$ cat src/rtl/hwp_pkg.sv
// Package for the host wake-up port and boot decode block.
// Assumes a single 50 MHz clock domain and plain strap and bus ports.
package hwp_pkg;
    // Wake-up command bytes
    localparam logic [7:0] CMD_CLEAR     = 8'h00;
    localparam logic [7:0] CMD_ATTENTION = 8'h01;
    localparam logic [7:0] CMD_RESET     = 8'h02;
    // Boot fetch addresses answered locally
    localparam logic [19:0] ADDR_WIDTH_FETCH = 20'hFFFF6;
    localparam logic [19:0] ADDR_ZERO_LO     = 20'hFFFF8;
    localparam logic [19:0] ADDR_ZERO_HI     = 20'hFFFF9;
    localparam logic [19:0] ADDR_SWITCH_LO   = 20'hFFFFA;
    localparam logic [19:0] ADDR_SWITCH_HI   = 20'hFFFFB;
    // Local interrupt port
    localparam logic [15:0] LOCAL_IRQ_PORT   = 16'h0010;
    localparam int          LOCAL_IRQ_BIT    = 8;
    // Reset values
    localparam logic        RESET_CTRL_RST_N = 1'b0;
    localparam logic        RESET_ATTENTION  = 1'b0;
    localparam logic        RESET_IRQ_LATCH  = 1'b0;
    localparam logic [2:0]  RESET_IRQ_SEL    = 3'h0;
    // Switch value scale into the 20-bit wake-up block address
    localparam int          SWITCH_SHIFT     = 4;
    // Page select addresses
    localparam logic [3:0]  PAGE_FIRST       = 4'h0;
    localparam logic [3:0]  PAGE_LAST        = 4'hF;
endpackage

$ cat src/rtl/hwp_addr_cmp.sv
// Wake-up address comparator for one address byte.
// Assumes address and jumper inputs synchronous to clk.
`timescale 1ns/10ps
module hwp_addr_cmp #(
    parameter int WIDTH = 8
) (
    input  wire logic [WIDTH-1:0] addr,
    input  wire logic [WIDTH-1:0] jumper,
    input  wire logic             dont_care,
    output logic                  match
);
    if (WIDTH < 1) begin : g_width_check
        $error("hwp_addr_cmp needs a positive width");
    end

    assign match = dont_care | (addr == jumper);
endmodule // hwp_addr_cmp

$ cat src/rtl/hwp_port_match_n.sv
// Host wake-up port, boot fetch decode and host interrupt latch.
// Assumes host and processor strobes are one-cycle pulses synchronous to clk.
//
// Operation
// - Address match drives port match strobe
// - Decode clear, attention and reset commands
// - 8-bit addressing ignores high address byte
// - Reset command asserts controller reset low
// - Clear command releases controller reset
// - Page strap selects first or last page
// - Attention command raises processor attention input while controller reset is released
// - First attention fetch returns width strap
// - Width strap installed means 16-bit transfers
// - Local boot fetches return transfer acknowledge
// - Zero fetch location returns all zeros
// - Switch fetch strobes and returns jumpers
// - Later attentions skip wake-up block
// - Local port write sets interrupt latch
// - Clear command clears interrupt latch
// - Interrupt routed to strap-selected line
// - Controller reset clears latch and logic
`timescale 1ns/10ps
module hwp_port_match_n #(
    parameter int ADDR_W = 16
) (
    input  wire logic        clk,
    input  wire logic        reset,
    input  wire logic        host_io_write,
    input  wire logic [15:0] host_io_addr,
    input  wire logic [7:0]  host_io_data,
    input  wire logic [15:0] port_match_n_jumpers,
    input  wire logic        addr16_strap,
    input  wire logic        width16_strap,
    input  wire logic        page_last_strap,
    input  wire logic [2:0]  irq_select_strap,
    input  wire logic        proc_fetch,
    input  wire logic [19:0] proc_fetch_addr,
    input  wire logic        local_io_write,
    input  wire logic [15:0] local_io_addr,
    input  wire logic        local_data_bit8,
    output logic             port_match_n,
    output logic             controller_reset_n,
    output logic             attention_request,
    output logic             processor_attention_in,
    output logic             switch_read_strobe_n,
    output logic             local_write_decode0_n,
    output logic             fetch_ack,
    output logic [15:0]      fetch_data,
    output logic             first_attention_pending,
    output logic             page_last,
    output logic             interrupt_latch,
    output logic [7:0]       host_irq_n
);
    // Two byte-wide comparators cover the address, so only 16 bits fit
    if (ADDR_W != 16) begin : g_addr_w_check
        $error("hwp_port_match_n supports only 16-bit host I/O addresses");
    end

    typedef enum logic [1:0] {
        HWP_INIT_IDLE  = 2'b00,
        HWP_INIT_BOOT  = 2'b01,
        HWP_INIT_LINKED = 2'b10
    } hwp_init_t;

    hwp_init_t   init_reg;
    logic        match_lo;
    logic        match_hi;
    logic        port_hit;
    logic        cmd_clear;
    logic        cmd_attn;
    logic        cmd_reset;
    logic        irq_set;
    logic        boot_fetch;

    hwp_addr_cmp #(.WIDTH(8)) u_cmp_lo (
        .addr      (host_io_addr[7:0]),
        .jumper    (port_match_n_jumpers[7:0]),
        .dont_care (1'b0),
        .match     (match_lo)
    );
    hwp_addr_cmp #(.WIDTH(8)) u_cmp_hi (
        .addr      (host_io_addr[15:8]),
        .jumper    (port_match_n_jumpers[15:8]),
        .dont_care (~addr16_strap),
        .match     (match_hi)
    );

    assign port_hit  = host_io_write & match_lo & match_hi;
    assign cmd_clear = port_hit & (host_io_data == hwp_pkg::CMD_CLEAR);
    assign cmd_attn  = port_hit & (host_io_data == hwp_pkg::CMD_ATTENTION);
    assign cmd_reset = port_hit & (host_io_data == hwp_pkg::CMD_RESET);
    assign irq_set   = local_io_write & local_data_bit8
                     & (local_io_addr == hwp_pkg::LOCAL_IRQ_PORT);
    assign boot_fetch = proc_fetch & (init_reg == HWP_INIT_BOOT);

    // Port match strobe follows each matching host write for one cycle
    always_ff @(posedge clk) begin
        if (reset) begin
            port_match_n <= 1'b1;
        end else begin
            port_match_n <= ~port_hit;
        end
    end

    // Controller reset: reset command asserts, clear command releases
    always_ff @(posedge clk) begin
        if (reset) begin
            controller_reset_n <= hwp_pkg::RESET_CTRL_RST_N;
        end else if (cmd_reset) begin
            controller_reset_n <= 1'b0;
        end else if (cmd_clear) begin
            controller_reset_n <= 1'b1;
        end
    end

    // Attention is a one-cycle request; the processor input is held off while in controller reset
    always_ff @(posedge clk) begin
        if (reset) begin
            attention_request      <= hwp_pkg::RESET_ATTENTION;
            processor_attention_in <= hwp_pkg::RESET_ATTENTION;
        end else begin
            attention_request      <= cmd_attn;
            processor_attention_in <= cmd_attn & controller_reset_n;
        end
    end

    // Init tracking: first attention after controller reset is released enters boot decode
    always_ff @(posedge clk) begin
        if (reset || cmd_reset || !controller_reset_n) begin
            init_reg <= HWP_INIT_IDLE;
        end else begin
            unique case (init_reg)
                HWP_INIT_IDLE: begin
                    if (cmd_attn) init_reg <= HWP_INIT_BOOT;
                end
                HWP_INIT_BOOT: begin
                    // Switch fetch is last of boot sequence
                    if (proc_fetch && proc_fetch_addr == hwp_pkg::ADDR_SWITCH_HI)
                        init_reg <= HWP_INIT_LINKED;
                end
                HWP_INIT_LINKED: begin
                    init_reg <= HWP_INIT_LINKED;
                end
                default: init_reg <= HWP_INIT_IDLE;
            endcase
        end
    end

    always_ff @(posedge clk) begin
        if (reset) begin
            first_attention_pending <= 1'b0;
        end else begin
            first_attention_pending <= (init_reg == HWP_INIT_BOOT);
        end
    end

    // Local answers to boot fetches
    always_ff @(posedge clk) begin
        if (reset) begin
            fetch_ack            <= 1'b0;
            fetch_data           <= 16'h0000;
            switch_read_strobe_n <= 1'b1;
        end else begin
            fetch_ack            <= 1'b0;
            fetch_data           <= 16'h0000;
            switch_read_strobe_n <= 1'b1;
            if (boot_fetch) begin
                if (proc_fetch_addr == hwp_pkg::ADDR_WIDTH_FETCH) begin
                    fetch_ack     <= 1'b1;
                    fetch_data[0] <= width16_strap;
                end else if (proc_fetch_addr == hwp_pkg::ADDR_ZERO_LO ||
                             proc_fetch_addr == hwp_pkg::ADDR_ZERO_HI) begin
                    fetch_ack  <= 1'b1;
                    fetch_data <= 16'h0000;
                end else if (proc_fetch_addr == hwp_pkg::ADDR_SWITCH_LO ||
                             proc_fetch_addr == hwp_pkg::ADDR_SWITCH_HI) begin
                    fetch_ack            <= 1'b1;
                    switch_read_strobe_n <= 1'b0;
                    fetch_data           <= port_match_n_jumpers;
                end
            end
        end
    end

    always_ff @(posedge clk) begin
        if (reset) begin
            page_last <= 1'b0;
        end else begin
            page_last <= page_last_strap;
        end
    end

    always_ff @(posedge clk) begin
        if (reset) begin
            local_write_decode0_n <= 1'b1;
        end else begin
            local_write_decode0_n <= ~(local_io_write
                && local_io_addr == hwp_pkg::LOCAL_IRQ_PORT);
        end
    end

    // Interrupt latch: set wins over a clear in the same cycle
    always_ff @(posedge clk) begin
        if (reset || !controller_reset_n) begin
            interrupt_latch <= hwp_pkg::RESET_IRQ_LATCH;
        end else if (irq_set) begin
            interrupt_latch <= 1'b1;
        end else if (cmd_clear) begin
            interrupt_latch <= 1'b0;
        end
    end

    always_ff @(posedge clk) begin
        if (reset) begin
            host_irq_n <= 8'hFF;
        end else begin
            for (int i = 0; i < 8; i++) begin
                host_irq_n[i] <= ~(interrupt_latch && irq_select_strap == 3'(i));
            end
        end
    end
endmodule // hwp_port_match_n
$ cat config.mk
export PLATFORM = sky130hd
export DESIGN_NAME = hwp_port_match_n
export DESIGN_NICKNAME = d
export VERILOG_FILES = /design/src/rtl/hwp_pkg.sv /design/src/rtl/hwp_addr_cmp.sv /design/src/rtl/hwp_port_match_n.sv
export SDC_FILE = /design/constraint.sdc
export NUM_CORES = 1
export LEC_CHECK = 0
export ABC_AREA = 1
export BUFFER_PORTS_ARGS = -buffer_cell sky130_fd_sc_hd__buf_2
export CORE_AREA = 2 2 101 54
export CTS_CLUSTER_SIZE = 20
export DETAILED_ROUTE_END_ITERATION = 16
export DIE_AREA = 0 0 103 56
export MAX_ROUTING_LAYER = met4
export PLACE_DENSITY = 0.71
export SLEW_MARGIN = 20
export SYNTH_ARGS = -nofsm -noshare
export SYNTH_HDL_FRONTEND = slang
export SYNTH_SLANG_ARGS = --single-unit
export TNS_END_PERCENT = 50
$ cat constraint.sdc
create_clock -name clk -period 1.9 [get_ports clk]
set_clock_uncertainty 0.05 [all_clocks]
set_input_delay 0.19 -clock clk [delete_from_list [all_inputs] [get_ports clk]]
set_output_delay 0.19 -clock clk [all_outputs]
set_load 0.01 [all_outputs]
==> results of run 1 <==
==> per-stage QoR <==
step / worst slack (ns) / instances / power [uW]
after floorplan: 0.524 / 247 / 853
after global placement: 0.455 / 438 / 965
after detailed placement: 0.356 / 438 / 971
after CTS: 0.338 / 446 / 1530
after global routing: 0.157 / 446 / 1590
final: 0.354 / 446 / 1510
==> worst reg2reg max path, delay by kind of cell, from the launching register on <==
family                     cells  cell delay [ns]
AOI/OAI and AO/OA              1             0.15
adders and majority gates      1             0.19
buffers and inverters          3             0.37
DFF                            1             0.31
and+or+nand+nor                4             0.40
==> cell type report <==
type	count	share of cell area
repair buffers	122	0.246
flip-flops and latches	36	0.290
inverters	49	0.0739
well taps	70	0.0352
clock inverters	1	0.00302
clock buffers	7	0.0347
multi-input cells	161	0.317
==> final timing paths <==
kind / start / endpoint / slack, ns / depth (start not counted)
worst max-delay path: init_reg[1] / fetch_data[0] / 0.35 / 9
worst min-delay path: page_last_strap / page_last / 0.07 / 3
worst max register to register: init_reg[1] / fetch_data[0] / 0.35 / 9
worst min register to register: interrupt_latch / interrupt_latch / 0.43 / 2
==> per-layer routing <==
layer,vias up,GRT usage,share of wire
met3,4,0.0377,0.054
met5,-,-,0
li1,1003,-,-
met2,54,0.304,0.53
met4,0,0.0470,0.0067
met1,835,0.163,0.41
==> cell usage in the layout (no fill, tap or decap) <==
master,n
buf_4,1
nand4_1,7
nand2_2,1
nand4_2,2
and3_1,1
ha_1,2
nor2_2,11
nor2_4,1
nor4_1,2
clkbuf_1,1
or2_2,1
clkinvlp_4,1
xnor2_1,4
clkbuf_8,6
nand3_1,7
buf_2,121
a211oi_1,1
inv_1,48
dfxtp_1,36
nor4_2,1
nor3_2,1
o21ai_2,1
nor3b_1,1
o21ai_0,2
nor2_1,35
a21oi_1,3
nand2_1,70
inv_2,1
nor3_1,5
nor3_4,1
nand3b_1,1
==> power groups by stage <==
stage,Clock (uW),Sequential [uW],Combinational (uW)
after floorplan,0,774,79.7
after global placement,0,773,192
after detailed placement,0,773,198
after CTS,573,755,199
after global routing,612,755,226
final,556,755,199
==> cells by family after synthesis <==
family	Yosys count	synth area share
and+or+nand+nor	148	0.404
buffers and inverters	50	0.114
DFF	36	0.423
adders and majority gates	2	0.0147
xor gates and xnor gates	4	0.0205
AOI/OAI and AO/OA	7	0.0242
==> qor.yml, run 1 <==
status:
  outcome: "completed"
placement:
  place.port_buffers: 121
  dp_hpwl_um: 3850
  gp_congestion: 0.868
  dpl_cell_area_mm2: 0.00239
global_route:
  grt_pass1_vias: 1824
  grt_overflow: 0
  antenna_found_initial: 0
  grt_pass1_wl_um: 7250
  grt_start_max_net_pins: 18
  grt_usage: 0.160
sta:
  fin_hold_ws_ns: 0.0715
  rsz0062_at_grt: "false"
  fin_crit_sh: 0.814
  drv_slew: 0
  finalHoldViolations: 0
  relSlewSlack: 0.810
  setup_violations: 0
  worst_pin_slew_ns: 0.283
  max_freq_ghz: 0.647
  setup-tns-final_ns: 0
  period_minus_slack_ns: 1.55
clock_tree:
  ctsHoldBuffers: 0
  post_cts_buffers: 0
  cts.clk_slew.worst_paths_ns: 0.07
  htreeDepth: 2
  root_buffer: "clkbuf_8"
  post_cts_resized: 0
  clockBufferDepth: 2
  cts_buffers: 5
  cts_tree: "built"
  clk_latency_ns: 0.28
  clock_sinks: 36
power_and_ir_drop:
  p_seq_frac: 0.500
  irDropWorstVdd_mv: 0.278
  p_switching_uw: 361
  power_frac_clock: 0.368
  combPwrFrac: 0.131
  power.internal_uw: 1150
  switching_share: 0.239
  power_density_mw_per_mm2: 607
  p_leak_uw: 0.00139
floorplanning:
  die_w_um: 103
  fp.coreArea_mm2: 0.00482
  initial_core_util: 0.354
  rows: 18
  die_area_mm2: 0.00577
  die_h_um: 56
  ios: 122
synth:
  synth_area_mm2: 0.00171
  yosysMostFrequentCell: "nand2_1"
  ys.flop_type: "dfxtp_1"
  synth_area_leaders: "dfxtp_1 42%, nand2_1 15%, inv_1 11%, nor2_1 7.7%, nor2_2 4.0%"
  yosysTopAreaCell: "dfxtp_1"
  synth-seq-area-share: 0.423
  syn_nets: 337
  ys_warn_count: 0
  yosysUniqueCellTypes: 27
  yosys-top-cells-count: "70 x nand2_1, 48 x inv_1, 36 x dfxtp_1, 35 x nor2_1, 11 x nor2_2"
  async_flop_share: 0
  yosys.area.top_type_share: 0.423
  synth_edf_count: 0
  ys_ff_latch: 36
  syn_area_per_cell_um2: 6.90
  netlist_instances: 247
critical_path:
  critPathBufInv: 3
  critPathCaptureType: "flip-flop"
  critical_path_arrival_ns: 1.71
  critPathTopFamily: "simple AND/OR/NAND/NOR gates"
  cp-start-kind: "flip-flop"
  worst-setup-path-type: "reg -> reg"
  slowest_delay_ns: 0.31
  cp_slowest_cell: "dfxtp_1"
  crit_required_ns: 2.06
  crit_chain: "inv_1 > ha_1 > inv_1 > nor2_2 > nand2_1 > nor2_1 > nand4_2 > buf_4 > o21ai_0"
  path_max_fanout: 17
  cp_common_cell: "inv_1"
detailed_routing:
  antenna_left: 0
  routedWlPerCell_um: 10.0
  wirelength_um: 4460
  via_count: 1896
  vias_per_cell: 4.25
  dr.first_iter.drc_count: 54
  drtPass1Iterations: 4
  drc: 0
flow_run:
  cap_violations: 0
finish:
  largest_register_ffs: 16
  fin_nets: 465
  final_area_mm2: 0.00249
  regArea_um2: 721
  final_util: 0.516
  nFillCells: 496
  area_growth_pct: 45.9
  multi_input_area_um2: 790
  diodes: 0
  drive_gt1_frac: 0.399
min_path:
  min_path_type: "in -> reg"
(Power assumes the default switching activity.)
==> run 2, diff against run 1 <==
Settings changed: PLACE_DENSITY 0.71 to 0.73.
Clock period 1.9 ns to 1.35 ns, I/O delays scaled along.
==> run 2 against run 1 <==
The flow now finishes with violations (setup timing). Sequential power grew 40%. Core utilization grew 3.7 points. Count of clock-buffer cells in the layout is the same. Largest power group unchanged. Highest routed layer unchanged.
==> qor.yml, run 2 (synthesis gave the netlist of run 1 again) <==
floorplanning:
  initial_core_util: 0.354  # unchanged
  die_h_um: 56  # unchanged
  die_w_um: 103  # unchanged
  ios: 122  # unchanged
  rows: 18  # unchanged
  die_area_mm2: 0.00577  # unchanged
  fp.coreArea_mm2: 0.00482  # unchanged
global_route:
  grt_pass1_vias: 1722  # -5.6%
  grt_overflow: 0  # unchanged
  grt_pass1_wl_um: 6820  # -5.9%
  grt_usage: 0.151  # -0.00930
  antenna_found_initial: 0  # unchanged
  grt_start_max_net_pins: 11  # -7
finish:
  fin_nets: 475  # +2.2%
  regArea_um2: 726  # +0.69%
  final_util: 0.553  # +0.0371
  drive_gt1_frac: 0.444  # +0.0452
  multi_input_area_um2: 866  # +9.7%
  nFillCells: 494  # -0.40%
  diodes: 0  # unchanged
  largest_register_ffs: 16  # unchanged
  final_area_mm2: 0.00267  # +7.2%
  layout_common_cells: "121 x buf_2, 69 x nand2_1, 46 x inv_1, 34 x dfxtp_1, 30 x nor2_1"
  final_common_cell: "buf_2"
  finalNonFillerCells: 455  # +2.0%
  area_growth_pct: 56.4
placement:
  place.port_buffers: 121  # unchanged
  dp_hpwl_um: 3570  # -7.4%
  place_inst: 446  # +1.8%
  gp_congestion: 0.810  # -6.6%
  pre_cts_ws_ns: -0.00581  # -0.361 ns
  dpl_cell_area_mm2: 0.00247  # +3.1%
critical_path:
  crit_start: "init_reg[1]"
  r2r_start: "init_reg[1]"
  critPathCaptureType: "flip-flop"
  worst-setup-path-type: "reg -> reg"
  path_max_fanout: 7  # -10
  endpoint: "fetch_data[4]"
  rr_endpoint: "fetch_data[4]"
  cp-start-kind: "flip-flop"
  rr_worst_depth: 9  # unchanged
  crit_required_ns: 1.53  # -0.53 ns
  r2r_slack_ns: -0.01  # -0.36 ns
  critical_path_arrival_ns: 1.54  # -0.17 ns
sta:
  fin_hold_ws_ns: 0.00733  # -0.0641 ns
  max_freq_ghz: 0.735  # +14%
  layout_setup_ws_ns: -0.0107  # -0.365 ns
  worst_pin_slew_ns: 0.433  # +0.150 ns
  drv_slew: 0  # unchanged
  fin_crit_sh: 1.01  # +0.194
  setup_violations: 2  # +2
  finalHoldViolations: 0  # unchanged
  rsz0062_at_grt: "true"
  period_minus_slack_ns: 1.36  # -0.185 ns
  relSlewSlack: 0.709  # -0.101
power_and_ir_drop:
  irDropWorstVdd_mv: 0.368  # +32%
  power_density_mw_per_mm2: 808  # +33%
  p_leak_uw: 0.00145  # +4.5%
clock_tree:
  cts_tree: "built"
  clockBufferDepth: 2  # unchanged
  root_buffer: "clkbuf_8"
  cts_buffers: 5  # unchanged
  htreeDepth: 2  # unchanged
  cts.clk_slew.worst_paths_ns: 0.07  # about the same
  clk_latency_ns: 0.28  # about the same
  ctsHoldBuffers: 0  # unchanged
  clock_sinks: 36  # unchanged
detailed_routing:
  via_count: 1915  # +1.0%
  vias_per_cell: 4.21  # -1.0%
  routedWlPerCell_um: 9.37  # -6.4%
  drc: 0  # unchanged
  wirelength_um: 4260  # -4.5%
  dr.first_iter.drc_count: 48  # -11%
  antenna_left: 0  # unchanged
  drtPass1Iterations: 4  # unchanged
status:
  violations: "setup timing"
  outcome: "complete, but fails checks"
min_path:
  min_path_type: "in -> reg"
flow_run:
  cap_violations: 0  # unchanged
-- run 2: cell count changes in the layout (fill, tap and decap cells not counted), moves of 2 or more --
| cell | change |
|---|---|
| nor2_4 | +8 |
| buf_4 | +7 |
| nor2_1 | -5 |
| nor2_2 | -3 |
| buf_6 | +2 |
| dfxtp_1 | -2 |
| inv_1 | -2 |
| inv_2 | +2 |
-- run 2: timing repair --
item                       in CTS  in global routing
setup buffers                   0                  1
pin swaps                       0                  7
gates cloned                    0                  1
setup endpoints to repair       7                 17
resized for setup               0                 25
-- run 2: worst min-delay path by stage --
stage                                from   endpoint  slack (ns)  depth (start not counted)
after floorplan                     reset  page_last        0.16                          1
after global placement    page_last_strap  page_last        0.30                          3
after detailed placement  page_last_strap  page_last        0.30                          3
after CTS                 page_last_strap  page_last       0.002                          3
after global routing      page_last_strap  page_last       0.004                          3
final                     page_last_strap  page_last       0.007                          3
-- run 2: power breakdown --
group / internal, uW / switching, uW
logic: 146 / 143
registers: 1060 / 0.291
clock network: 454 / 351
total: 1660 / 495
-- run 2: layout make-up --
cell class                 instances  area share
multi-input combinational        161       0.325
sequential                        36       0.272
timing repair buffer             132       0.265
inverter                          49      0.0689
clock buffer                       7      0.0361
tap                               70      0.0328
-- run 2: metal layers --
layer  global-route usage  routed length [um]
met1                0.170                1860
met2                0.267                2150
met3               0.0339                 209
met4               0.0451                  44
met5                    -                   0
-- run 2: through the flow --
step           power [uW]  setup TNS [ns]
2_1_floorplan        1200               0
4_1_cts              2180         -0.0383
3_3_place_gp         1370               0
6_report             2160         -0.0200
5_1_grt              2280           -1.01
3_5_place_dp         1370        -0.00581
-- run 2: critical path: stages, from the launching register on --
cell and delay (ns):
dfxtp_2 0.32, inv_2 0.06, ha_4 0.13, inv_2 0.04, nor2_4 0.10, nand2_2 0.07, nor2_4 0.12, nand4_4 0.13
buf_12 0.19, nor2_4 0.08
